$ cat config.mk
export PLATFORM = sky130hd
export DESIGN_NAME = pefg_port_ef
export DESIGN_NICKNAME = d
export VERILOG_FILES = /design/src/pefg_pkg.sv /design/src/pefg_latch.sv /design/src/pefg_port_ef.sv /design/src/pefg_sync.sv
export SDC_FILE = /design/constraint.sdc
export NUM_CORES = 1
export LEC_CHECK = 0
export BUFFER_PORTS_ARGS = -buffer_cell sky130_fd_sc_hd__buf_4
export CAP_MARGIN = 0
export CORE_MARGIN = 5
export CORE_UTILIZATION = 55
export CTS_CLUSTER_DIAMETER = 50
export CTS_CLUSTER_SIZE = 28
export DETAILED_ROUTE_END_ITERATION = 7
export GPL_TIMING_DRIVEN = 0
export HOLD_SLACK_MARGIN = 0.03
export PLACE_DENSITY_LB_ADDON = 0.3
export SETUP_SLACK_MARGIN = 0.4
export SYNTH_ARGS = -nofsm -noshare
export SYNTH_HDL_FRONTEND = slang
export SYNTH_SLANG_ARGS = --single-unit
$ cat constraint.sdc
create_clock -name clk_sys -period 7.4 [get_ports clk_sys]
set_clock_uncertainty 0.1 [all_clocks]
set_input_delay 0.74 -clock clk_sys [delete_from_list [all_inputs] [get_ports clk_sys]]
set_output_delay 0.74 -clock clk_sys [all_outputs]
set_load 0.01 [all_outputs]
$ cat src/pefg_pkg.sv
// Package for the port E / port F I/O block: register map, field layout, reset values.
// Assumes a 32-bit classic Wishbone register bus with word-aligned registers.
package pefg_pkg;

   localparam logic [7:0] PEFG_ADDR_E_DIR   = 8'h00;
   localparam logic [7:0] PEFG_ADDR_E_PINS  = 8'h04;
   localparam logic [7:0] PEFG_ADDR_E_LAT   = 8'h08;
   localparam logic [7:0] PEFG_ADDR_BUSCTL  = 8'h0C;
   localparam logic [7:0] PEFG_ADDR_SPCTL   = 8'h10;
   localparam logic [7:0] PEFG_ADDR_F_DIR   = 8'h14;
   localparam logic [7:0] PEFG_ADDR_F_PINS  = 8'h18;
   localparam logic [7:0] PEFG_ADDR_F_LAT   = 8'h1C;
   localparam logic [7:0] PEFG_ADDR_CFG     = 8'h20;
   localparam logic [7:0] PEFG_ADDR_LDP     = 8'h24;

   localparam logic [7:0] PEFG_DIR_RST      = 8'hFF;
   localparam logic [7:0] PEFG_SPCTL_RST    = 8'h00;
   localparam logic [7:0] PEFG_BUSCTL_RST   = 8'h00;
   localparam logic [7:0] PEFG_LAT_POR      = 8'h00;
   localparam logic [7:0] PEFG_BUSCTL_MASK  = 8'hB3;
   localparam logic [7:0] PEFG_SPCTL_MASK   = 8'hF0;
   localparam logic [7:0] PEFG_F_PIN_PORMSK = 8'h80;

   localparam int PEFG_BUSCTL_EXTERNAL_BUS_DISABLE_BIT = 7;
   localparam int PEFG_SP_IBF_BIT       = 7;
   localparam int PEFG_SP_OBF_BIT       = 6;
   localparam int PEFG_SP_INPUT_BUFFER_OVERFLOW_BIT      = 5;
   localparam int PEFG_SP_MODE_BIT      = 4;
   localparam int PEFG_CFG_PWMMX_BIT    = 0;
   localparam int PEFG_CFG_CH2MX_BIT    = 1;
   localparam int PEFG_PIN_RD           = 0;
   localparam int PEFG_PIN_WR           = 1;
   localparam int PEFG_PIN_CS           = 2;
   localparam int PEFG_PIN_CH2          = 7;

   typedef enum logic [2:0] {
      PEFG_MODE_IO  = 3'b001,
      PEFG_MODE_BUS = 3'b010,
      PEFG_MODE_SP  = 3'b100
   } pefg_mode_e;

   typedef struct packed {
      logic [7:0] e_dir;
      logic [7:0] e_lat;
      logic [7:0] f_dir;
      logic [7:0] f_lat;
      logic [7:0] busctl;
      logic [7:0] spctl;
      logic [7:0] ldp_in;
      logic [1:0] cfg;
      logic       f_por_mask;
      logic       ack;
      logic [31:0] dat;
   } pefg_state_s;

   typedef struct packed {
      logic       cyc;
      logic       stb;
      logic       we;
      logic [3:0] sel;
      logic [7:0] adr;
      logic [31:0] dat;
   } pefg_wb_req_s;

endpackage : pefg_pkg

$ cat src/pefg_latch.sv
// Output latch bank that survives warm resets and clears only on power-on reset.
// Assumes por is an asynchronous active-high power-on/brown-out reset.
`timescale 1ns/1ps
`default_nettype none
module pefg_latch
   import pefg_pkg::*;
(
   input  wire logic       clk_sys,
   input  wire logic       por,
   input  wire logic       wr_en,
   input  wire logic [7:0] wr_data,
   output var  logic [7:0] lat_q
);
   // Warm reset does not reach this bank, so the latch holds its value.
   always_ff @(posedge clk_sys or posedge por) begin
      if (por) begin
         lat_q <= PEFG_LAT_POR;
      end else if (wr_en) begin
         lat_q <= wr_data;
      end
   end
endmodule : pefg_latch
`default_nettype wire

$ cat src/pefg_port_ef.sv
// Port E / port F GPIO block with slave-port strobe decode.
// Assumes a classic Wishbone master on clk_sys and external pins behind three-signal pads.
`timescale 1ns/1ps
`default_nettype none
module pefg_port_ef
   import pefg_pkg::*;
#(
   parameter bit HAS_EXT_BUS = 1'b1
) (
   input  wire logic        clk_sys,
   input  wire logic        rst,
   input  wire logic        por,
   input  wire logic        wb_cyc_i,
   input  wire logic        wb_stb_i,
   input  wire logic        wb_we_i,
   input  wire logic [3:0]  wb_sel_i,
   input  wire logic [7:0]  wb_adr_i,
   input  wire logic [31:0] wb_dat_i,
   output var  logic [31:0] wb_dat_o,
   output var  logic        wb_ack_o,
   input  wire logic        mcu_mode,
   input  wire logic [7:0]  ext_addr_hi,
   input  wire logic [3:0]  pwm_out,
   input  wire logic        ch2_out,
   input  wire logic        ch2_oe,
   output var  logic        ch2_in,
   output var  logic [3:0]  pwm_alt_out,
   output var  logic        ch2_on_alt,
   input  wire logic [7:0]  lower_data_port_out,
   output var  logic [7:0]  lower_data_port_in,
   output var  logic        sp_read_active,
   output var  logic        sp_write_pulse,
   output var  logic [7:0]  port_e_in_schmitt,
   output var  logic        port_e_ttl_sel,
   input  wire logic [7:0]  port_e_i,
   output var  logic [7:0]  port_e_o,
   output var  logic [7:0]  port_e_oe,
   input  wire logic [7:0]  port_f_i,
   output var  logic [7:0]  port_f_o,
   output var  logic [7:0]  port_f_oe
);
   // ***************************************************************
   // State and pin synchronisers
   // ***************************************************************
   pefg_state_s st_reg;
   pefg_state_s st_next;
   pefg_wb_req_s req;
   pefg_mode_e   mode;
   logic [7:0]   e_sync;
   logic [7:0]   f_sync;
   logic [7:0]   e_lat_q;
   logic [7:0]   f_lat_q;
   logic         e_lat_wr;
   logic         f_lat_wr;
   logic         acc;
   logic         wr_acc;
   logic         sp_active;
   logic         rd_n_prev_reg;
   logic         wr_n_prev_reg;
   logic         sp_wr_edge;
   logic         sp_rd_edge;

   assign req = '{cyc: wb_cyc_i, stb: wb_stb_i, we: wb_we_i, sel: wb_sel_i,
                  adr: wb_adr_i, dat: wb_dat_i};

   pefg_sync #(.WIDTH(8)) u_sync_e (
      .clk_sys  (clk_sys),
      .rst      (rst),
      .async_in (port_e_i),
      .sync_out (e_sync)
   );

   pefg_sync #(.WIDTH(8)) u_sync_f (
      .clk_sys  (clk_sys),
      .rst      (rst),
      .async_in (port_f_i),
      .sync_out (f_sync)
   );

   pefg_latch u_lat_e (
      .clk_sys (clk_sys),
      .por     (por),
      .wr_en   (e_lat_wr),
      .wr_data (req.dat[7:0]),
      .lat_q   (e_lat_q)
   );

   pefg_latch u_lat_f (
      .clk_sys (clk_sys),
      .por     (por),
      .wr_en   (f_lat_wr),
      .wr_data (req.dat[7:0]),
      .lat_q   (f_lat_q)
   );

   // ***************************************************************
   // Mode selection
   // ***************************************************************
   logic bus_ctl_eff;
   logic [7:0] busctl_rd;
   assign busctl_rd   = HAS_EXT_BUS ? st_reg.busctl : 8'h00;
   assign bus_ctl_eff = HAS_EXT_BUS && !mcu_mode
                        && !st_reg.busctl[PEFG_BUSCTL_EXTERNAL_BUS_DISABLE_BIT];
   // Slave mode is only honoured in microcontroller mode, or in any mode when HAS_EXT_BUS is clear.
   assign sp_active = st_reg.spctl[PEFG_SP_MODE_BIT] && (mcu_mode || !HAS_EXT_BUS);

   always_comb begin
      if (bus_ctl_eff) begin
         mode = PEFG_MODE_BUS;
      end else if (sp_active) begin
         mode = PEFG_MODE_SP;
      end else begin
         mode = PEFG_MODE_IO;
      end
   end

   // TTL thresholds in bus and slave modes, Schmitt otherwise.
   assign port_e_ttl_sel    = (mode != PEFG_MODE_IO);
   assign port_e_in_schmitt = e_sync;

   // ***************************************************************
   // Pin drivers
   // ***************************************************************
   always_comb begin
      port_e_o  = e_lat_q;
      port_e_oe = ~st_reg.e_dir;
      case (mode)
         PEFG_MODE_BUS: begin
            port_e_o  = ext_addr_hi;
            port_e_oe = 8'hFF;
         end
         PEFG_MODE_SP: begin
            port_e_oe[2:0] = 3'b000;
         end
         default: begin
         end
      endcase
      if (mode != PEFG_MODE_BUS) begin
         if (st_reg.cfg[PEFG_CFG_PWMMX_BIT]) begin
            port_e_o[6:3] = pwm_out;
            port_e_oe[6:3] = 4'hF;
         end
         if (mcu_mode && !st_reg.cfg[PEFG_CFG_CH2MX_BIT] && ch2_oe) begin
            port_e_o[PEFG_PIN_CH2]  = ch2_out;
            port_e_oe[PEFG_PIN_CH2] = 1'b1;
         end
      end
   end

   assign pwm_alt_out = st_reg.cfg[PEFG_CFG_PWMMX_BIT] ? 4'h0 : pwm_out;
   assign ch2_on_alt  = !(mcu_mode && !st_reg.cfg[PEFG_CFG_CH2MX_BIT]);
   assign ch2_in      = e_sync[PEFG_PIN_CH2];

   // One disables the driver, zero drives the latch.
   assign port_f_o  = f_lat_q;
   assign port_f_oe = ~st_reg.f_dir;

   // ***************************************************************
   // Slave-port strobes
   // ***************************************************************
   logic sp_cs;
   assign sp_cs          = sp_active && !e_sync[PEFG_PIN_CS];
   assign sp_read_active = sp_cs && !e_sync[PEFG_PIN_RD];
   assign lower_data_port_in = st_reg.ldp_in;
   assign sp_wr_edge = sp_cs && !wr_n_prev_reg && e_sync[PEFG_PIN_WR];
   assign sp_rd_edge = sp_cs && !rd_n_prev_reg && e_sync[PEFG_PIN_RD];
   assign sp_write_pulse = sp_wr_edge;

   always_ff @(posedge clk_sys or posedge rst) begin
      if (rst) begin
         rd_n_prev_reg <= 1'b1;
         wr_n_prev_reg <= 1'b1;
      end else begin
         rd_n_prev_reg <= e_sync[PEFG_PIN_RD];
         wr_n_prev_reg <= e_sync[PEFG_PIN_WR];
      end
   end

   // ***************************************************************
   // Wishbone slave and register file
   // ***************************************************************
   assign acc    = req.cyc && req.stb && !st_reg.ack;
   assign wr_acc = acc && req.we && req.sel[0];
   // Port register writes land in the latch, just like latch writes.
   assign e_lat_wr = wr_acc && (req.adr == PEFG_ADDR_E_LAT || req.adr == PEFG_ADDR_E_PINS);
   assign f_lat_wr = wr_acc && (req.adr == PEFG_ADDR_F_LAT || req.adr == PEFG_ADDR_F_PINS);

   always_comb begin
      st_next     = st_reg;
      st_next.ack = acc;
      st_next.dat = 32'h0000_0000;
      // Host write stores data; a hit while still full flags overflow.
      if (sp_wr_edge) begin
         st_next.ldp_in = lower_data_port_out;
         if (st_reg.spctl[PEFG_SP_IBF_BIT]) begin
            st_next.spctl[PEFG_SP_INPUT_BUFFER_OVERFLOW_BIT] = 1'b1;
         end
         st_next.spctl[PEFG_SP_IBF_BIT] = 1'b1;
      end
      if (sp_rd_edge) begin
         st_next.spctl[PEFG_SP_OBF_BIT] = 1'b0;
      end
      if (wr_acc) begin
         case (req.adr)
            PEFG_ADDR_E_DIR: begin
               st_next.e_dir = req.dat[7:0];
            end
            PEFG_ADDR_F_DIR: begin
               st_next.f_dir = req.dat[7:0];
            end
            PEFG_ADDR_BUSCTL: begin
               st_next.busctl = req.dat[7:0] & PEFG_BUSCTL_MASK;
            end
            PEFG_ADDR_SPCTL: begin
               st_next.spctl[PEFG_SP_MODE_BIT] = req.dat[PEFG_SP_MODE_BIT];
               // Writing zero clears overflow unless a new overflow lands in the same cycle.
               if (!req.dat[PEFG_SP_INPUT_BUFFER_OVERFLOW_BIT]
                   && !(sp_wr_edge && st_reg.spctl[PEFG_SP_IBF_BIT])) begin
                  st_next.spctl[PEFG_SP_INPUT_BUFFER_OVERFLOW_BIT] = 1'b0;
               end
            end
            PEFG_ADDR_CFG: begin
               st_next.cfg = req.dat[1:0];
            end
            PEFG_ADDR_LDP: begin
               st_next.spctl[PEFG_SP_OBF_BIT] = 1'b1;
            end
            PEFG_ADDR_F_PINS: begin
               st_next.f_por_mask = 1'b0;
            end
            default: begin
            end
         endcase
      end
      if (acc && !req.we) begin
         case (req.adr)
            PEFG_ADDR_E_DIR: begin
               st_next.dat[7:0] = st_reg.e_dir;
            end
            PEFG_ADDR_E_PINS: begin
               st_next.dat[7:0] = e_sync;
            end
            PEFG_ADDR_E_LAT: begin
               st_next.dat[7:0] = e_lat_q;
            end
            PEFG_ADDR_BUSCTL: begin
               st_next.dat[7:0] = busctl_rd;
            end
            PEFG_ADDR_SPCTL: begin
               st_next.dat[7:0] = st_reg.spctl & PEFG_SPCTL_MASK;
            end
            PEFG_ADDR_F_DIR: begin
               st_next.dat[7:0] = st_reg.f_dir;
            end
            PEFG_ADDR_F_PINS: begin
               // Pins 6:0 read zero until software writes the port F pin or latch register.
               st_next.dat[7:0] = st_reg.f_por_mask ? (f_sync & PEFG_F_PIN_PORMSK) : f_sync;
            end
            PEFG_ADDR_F_LAT: begin
               st_next.dat[7:0] = f_lat_q;
            end
            PEFG_ADDR_CFG: begin
               st_next.dat[1:0] = st_reg.cfg;
            end
            PEFG_ADDR_LDP: begin
               st_next.dat[7:0] = st_reg.ldp_in;
               if (!sp_wr_edge) begin
                  st_next.spctl[PEFG_SP_IBF_BIT] = 1'b0;
               end
            end
            default: begin
            end
         endcase
      end
      if (f_lat_wr) begin
         st_next.f_por_mask = 1'b0;
      end
   end

   always_ff @(posedge clk_sys or posedge rst) begin
      if (rst) begin
         st_reg.e_dir      <= PEFG_DIR_RST;
         st_reg.f_dir      <= PEFG_DIR_RST;
         st_reg.busctl     <= PEFG_BUSCTL_RST;
         st_reg.spctl      <= PEFG_SPCTL_RST;
         st_reg.ldp_in     <= 8'h00;
         st_reg.cfg        <= 2'b00;
         st_reg.f_por_mask <= 1'b1;
         st_reg.ack        <= 1'b0;
         st_reg.dat        <= 32'h0000_0000;
         st_reg.e_lat      <= 8'h00;
         st_reg.f_lat      <= 8'h00;
      end else begin
         st_reg <= st_next;
      end
   end

   assign wb_ack_o = st_reg.ack;
   assign wb_dat_o = st_reg.dat;

endmodule : pefg_port_ef
`default_nettype wire

$ cat src/pefg_sync.sv
// Three-stage synchroniser bank with agreement filter for pin inputs.
// Assumes inputs are asynchronous to clk_sys; output changes when stages two and three agree.
`timescale 1ns/1ps
`default_nettype none
module pefg_sync
   import pefg_pkg::*;
#(
   parameter int WIDTH = 8
) (
   input  wire logic             clk_sys,
   input  wire logic             rst,
   input  wire logic [WIDTH-1:0] async_in,
   output var  logic [WIDTH-1:0] sync_out
);
   logic [WIDTH-1:0] s1_reg;
   logic [WIDTH-1:0] s2_reg;
   logic [WIDTH-1:0] s3_reg;

   genvar gi;
   generate
      for (gi = 0; gi < WIDTH; gi++) begin : g_bit
         always_ff @(posedge clk_sys or posedge rst) begin
            if (rst) begin
               s1_reg[gi]   <= 1'b1;
               s2_reg[gi]   <= 1'b1;
               s3_reg[gi]   <= 1'b1;
               sync_out[gi] <= 1'b1;
            end else begin
               s1_reg[gi] <= async_in[gi];
               s2_reg[gi] <= s1_reg[gi];
               s3_reg[gi] <= s2_reg[gi];
               if (s2_reg[gi] == s3_reg[gi]) begin
                  sync_out[gi] <= s3_reg[gi];
               end
            end
         end
      end
   endgenerate
endmodule : pefg_sync
`default_nettype wire

# Yosys cells after proc, flatten, opt, wreduce, memory -nomap -nowiden
# Index checks and enable logic that the tools add are counted.
# Widths: inputs -> output; s select.
dict set report totals {
  regBits 127
  inputBits 89
  out_inout_bits 90
  word_cells 181
}
dict set report op_classes {
  mux 30
  n_eq_ne 29
  n_bitwise 2
  n_reduce_logical 42
}
# op count
set ops {}
lappend ops {{$pmux 6 s9} 1}
lappend ops {{$eq 8x5->1 const B} 4}
lappend ops {{$logic_and 1x1->1} 19}
lappend ops {{$pmux 2 s9} 1}
lappend ops {{$eq 1x1->1} 16}
lappend ops {{$eq 8x4->1 const B} 2}
lappend ops {{$eq 8x6->1 const B} 2}
lappend ops {{$mux 8} 2}
lappend ops {{$not 8->8} 2}
lappend ops {{$mux 5} 3}
lappend ops {{$mux 1} 14}
lappend ops {{$logic_not 1->1} 12}
lappend ops {{$mux 4} 3}
lappend ops {{$reduce_and 2->1} 6}
lappend ops {{$mux 3} 3}
lappend ops {{$eq 8x3->1 const B} 1}
lappend ops {{$logic_not 8->1} 1}
lappend ops {{$mux 7} 1}
lappend ops {{$pmux 3 s2} 1}
lappend ops {{$reduce_bool 2->1} 2}
lappend ops {{$eq 3x2->1 const B} 1}
lappend ops {{$eq 3x3->1 const B} 1}
lappend ops {{$ne 3x1->1 const B} 1}
lappend ops {{$ne 3x2->1 const B} 1}
lappend ops {{2 further kinds} 3}

# Logic depth before layout (Yosys ltp)
dict set report depth {
  ltp_word 10
  ltp_mapped 7
  ltp_nobuf 4
}

# Cells and area by module
# From an unflattened synthesis, not the netlist that was laid out.
dict set report hier_totals {
  cells_unflattened 421
  area_unflattened_um2 5545.3
}
# module cells_per_inst area_each_um2 seq_area_each_um2 instances
set by_module_without_submodules {}
lappend by_module_without_submodules {pefg_port_ef 303 3005.4 1199.9 1}
lappend by_module_without_submodules {pefg_sync 41 934.6 840.8 2}
lappend by_module_without_submodules {pefg_latch 18 335.3 200.2 2}

# Worst setup path after synthesis
# Ideal clock, no wire load.
dict set report synth_path {
  kind {in2out}
  start {in mcu_mode}
  end {out port_e_o[3]}
  cell_stages 4
  t_arrival_ns 1.442
  slack_ns 5.118
  required_time_ns 6.560
  path_buffers 1
  cell_sequence {nor2_1 -> clkbuf_1 -> nand2_1 -> o21ai_0}
}
dict set report synth_via {
  elab_chain_len 7
  elab_cells_between_ends 10
  classes_between {eq/ne: 2; mux: 5; reduce/logical: 3}
}
# item line
set synth_rtl {}
lappend synth_rtl {{start: declaration} pefg_port_ef.sv:21} ;# input wire logic mcu_mode,
lappend synth_rtl {{$logic_and 1x1->1 or $logic_not 1->1 (tied branches)} {pefg_port_ef.sv:105, pefg_port_ef.sv:102}}
lappend synth_rtl {{$mux 3 or $logic_and 1x1->1 (tied branches)} {pefg_port_ef.sv:110, pefg_port_ef.sv:103}}
lappend synth_rtl {{$mux 3 (*)} pefg_port_ef.sv:108} ;# if (bus_ctl_eff) begin
lappend synth_rtl {{$eq 3x2->1} pefg_port_ef.sv:127} ;# case (mode)
lappend synth_rtl {{$mux 8} pefg_port_ef.sv:127}
lappend synth_rtl {{$mux 4} pefg_port_ef.sv:139} ;# if (st_reg.cfg[PEFG_CFG_PWMMX_BIT]) begin
lappend synth_rtl {{$mux 5 (*)} pefg_port_ef.sv:138} ;# if (mode != PEFG_MODE_BUS) begin
lappend synth_rtl {{end: declaration} pefg_port_ef.sv:36} ;# output var logic [7:0] port_e_o,
# Every way passes the cells marked *; elsewhere a longest branch is shown, timed or not.

# Worst setup path in the final report
dict set report layout_path {
  start {reg st_reg (netlist bit busctl_rd[7])}
  end {out port_e_o[3]}
}
dict set report layout_via {
  elab_chain_len 7
  elab_cells_between_ends 8
  classes_between {eq/ne: 2; mux: 4; reduce/logical: 2}
}
# item line
set layout_rtl {}
lappend layout_rtl {{start: declaration} pefg_port_ef.sv:45} ;# pefg_state_s st_reg;
lappend layout_rtl {{start signal: assignment} pefg_port_ef.sv:294} ;# st_reg <= st_next;
lappend layout_rtl {{$logic_not 1->1 (*)} pefg_port_ef.sv:103} ;# && !st_reg.busctl[PEFG_BUSCTL_EXTERNAL_BUS_DISABLE_BIT];
lappend layout_rtl {{$logic_and 1x1->1 (*)} pefg_port_ef.sv:103}
lappend layout_rtl {{$mux 3 (*)} pefg_port_ef.sv:108}
lappend layout_rtl {{$eq 3x2->1} pefg_port_ef.sv:127}
lappend layout_rtl {{$mux 8} pefg_port_ef.sv:127}
lappend layout_rtl {{$mux 4} pefg_port_ef.sv:139}
lappend layout_rtl {{$mux 5 (*)} pefg_port_ef.sv:138}
# Marked as above.

==> qor.yml <==
yosys:
  ys_seq_area_share_pct: 58.7
  synthFlopType: "dfstp_2"
  synth_seq_cells: 127
  synth_area_um2: 5590
  synth_cells: 431
  synth_edf_count: 0
  synth_cell_types: 49
  synthArstFlopShare_pct: 100
  yosys_warnings: 0
  syn_avg_cell_area_um2: 13.0
worst_setup_path:
  cp-start-kind: "register"
  end_kind: "output port"
  rr_worst_depth: 6
  reg2reg_slack_ns: 5.19
  crit_required_ns: 6.56
  critPathMaxStageDelay_ns: 0.44
  cp_cell_sequence: "nor2_1 -> clkbuf_1 -> nand2_1 -> o21ai_0 -> buf_4"
  crit_type: "reg -> out"
  cp_data_arrival_time_ns: 2.08
  cpMaxStageDelayCell: "dfrtp_1"
  path_max_fanout: 10
detailed_routing:
  vias_per_cell: 5.26
  drt_iter0_markers: 216
  drc: 0
  dr.pass1.iters: 4
  wl_per_cell_um: 19.0
  vias: 3912
  wirelength_um: 14100
  final_antenna_net_count: 0
timing:
  hold_viol_final: 0
  post-route-period-util_pct: 39.5
  drv_slew: 0
  grt_setup_unrepaired: "false"
  worstMarginPinSlew_ns: 1.01
  finalSetupTns_ns: 0
  maxSlewHeadroom_pct: 31.8
  max_freq_ghz: 0.342
  setup_viol: 0
  final.min_clock_period_ns: 2.92
power:
  ir_worst_vdd_v: 0.000173
  intPower_uw: 1220
  p_leak_uw: 0.00338
  p_per_area_nw_per_um2: 222
  net-switching-power_uw: 408
  sequentialPowerShare_pct: 46.6
  p_clk_share_pct: 45.2
  comb_power_share_pct: 8.2
  swShare_pct: 25.1
  fin_total_pwr_uw: 1630
global_route:
  antenna_found_initial: 0
  grt_max_degree: 58
  grt_use_total_pct: 23.7
  grt_overflow: 0
  grt_pass1_vias: 4165
  grt_pass1_wl_um: 22700
finish:
  final_cell_mix: "buf_4 (166), dfstp_2 (83), mux2_2 (50)"
  final_net_count: 687
  final_cell_area_um2: 7330
  fin_util_pct: 74.6
  layout-drive-gt1-share_pct: 57.1
  finalNonFillerCells: 744
  num-fill-cells: 667
  largest_reg_flops: 23
  layout_commonest_cell: "buf_4"
  area_growth_pct: 31.2
  num_antenna_cells: 0
clocking:
  tritoncts: "yes"
  clock_latency_ns: 0.52
  cts_hold_buf: 0
  cts_buffer_depth: 2
  post-cts-setup-buffers: 0
  cts_inserted_buffers: 17
  cts_resized: 0
  cts-root-buf: "clkbuf_8"
  htree_levels: 4
  path_clk_slew_ns: 0.06
  clock_sinks: 127
floorplan:
  io_pins: 179
  die_w_um: 111
  num_rows: 36
  core_um2: 9820
  start_util_pct: 56.9
  die_area_um2: 12300
  die_h_um: 111
run_status:
  outcome: "finished clean"
run:
  maxCapViolations: 0
hold_path:
  holdCritPathClass: "in -> async"
placed_design:
  dpl.hpwl_um: 10500
  gp_congestion: 0.869
  port_buffers: 124
  placed_area_um2: 6800
  dp.cells: 712
## routing by layer
layer	vias to the layer above	wire length (um)	global-route usage, %
met5	-	0	0
met4	0	294	9.93
met3	26	1040	5.62
met2	162	7020	38.1
met1	1922	5760	30.8
li1	1802	-	-
## layout make-up
type	count	area [um2]	share of cell area, %
flip-flops and latches	127	3280	44.8
inverters	17	66.3	0.905
plain buffers	58	389	5.31
repair buffers	125	958	13.1
clock inverters	15	114	1.55
multi-input cells	252	1940	26.5
well taps	133	166	2.27
clock buffers	17	414	5.65
## worst max-delay path, delay by kind of cell (launching register included)
kind,cells,cell delay (ns)
and+or+nand+nor,2,0.49
buffers and inverters,2,0.55
DFF,1,0.44
AOI/OAI and AO/OA,1,0.09
## worst paths after layout
check,to,from
setup reg to reg,u_lat_e.lat_q[7]$_DFFE_PP0P_,wb_ack_o$_DFF_PP0_
min in group clk_sys,u_sync_f.s1_reg[5]$_DFF_PP1_,port_f_i[5]
setup / recovery,port_e_o[3],busctl_rd[7]$_DFFE_PP0P_
hold / removal,u_lat_f.lat_q[7]$_DFFE_PP0P_,por
max in group asynchronous,u_sync_f.s2_reg[5]$_DFF_PP1_,rst
hold reg to reg,u_sync_e.s2_reg[2]$_DFF_PP1_,u_sync_e.s1_reg[2]$_DFF_PP1_
## per-stage QoR
step                      hold slack (ns)  setup WS [ns]
final                               0.218           4.48
after global routing                0.206           4.27
after detailed placement            0.247           4.57
after global placement              0.246           2.68
after CTS                           0.203           4.43
after floorplan                     0.245           3.77
## power by group through the flow
stage,sequential [uW],clock (uW),combinational [uW]
finish,758,736,134
global route,762,781,147
CTS,758,748,135
detailed placement,769,0,134
global placement,767,0,129
floorplan,764,0,68.2
## cells in the mapped netlist, drive strengths merged (2+ instances only)
cell / n / area [um2]
nor4b: 3 / 26.3
a21oi: 8 / 40.0
nor2b: 6 / 37.5
nor3b: 2 / 15.0
nor2: 10 / 53.8
or2: 2 / 12.5
a2bb2oi: 3 / 26.3
a32o: 3 / 30.0
maj3: 16 / 160
inv: 17 / 63.8
a31oi: 3 / 18.8
a32oi: 5 / 43.8
mux4: 2 / 45.0
dfstp: 83 / 2180
a21o: 3 / 22.5
mux2i: 17 / 170
or4: 2 / 15.0
dfrtp: 44 / 1100
mux2: 51 / 574
o2bb2ai: 2 / 17.5
clkbuf: 10 / 37.5
o32ai: 3 / 26.3
o21ai: 16 / 80.1
nor3: 7 / 35.0
buf: 48 / 352
nand2: 26 / 97.6
nor4: 2 / 33.8
nand3: 10 / 75.1
a22oi: 4 / 30.0
and3: 3 / 18.8
o22ai: 2 / 12.5
nand3b: 4 / 30.0
nand2b: 4 / 25.0
## logic make-up after synthesis
kind of cell	count (synthesis)	share of synthesized area [%]
flip-flops	127	58.7
AO/OA/AOI/OAI	56	6.81
multiplexers	70	14.1
AND/OR/NAND/NOR	86	9.29
buffers and inverters	75	8.11
adder cells (fa/ha/maj)	16	2.87
other	1	0.0671
(Power assumes the default switching activity.)
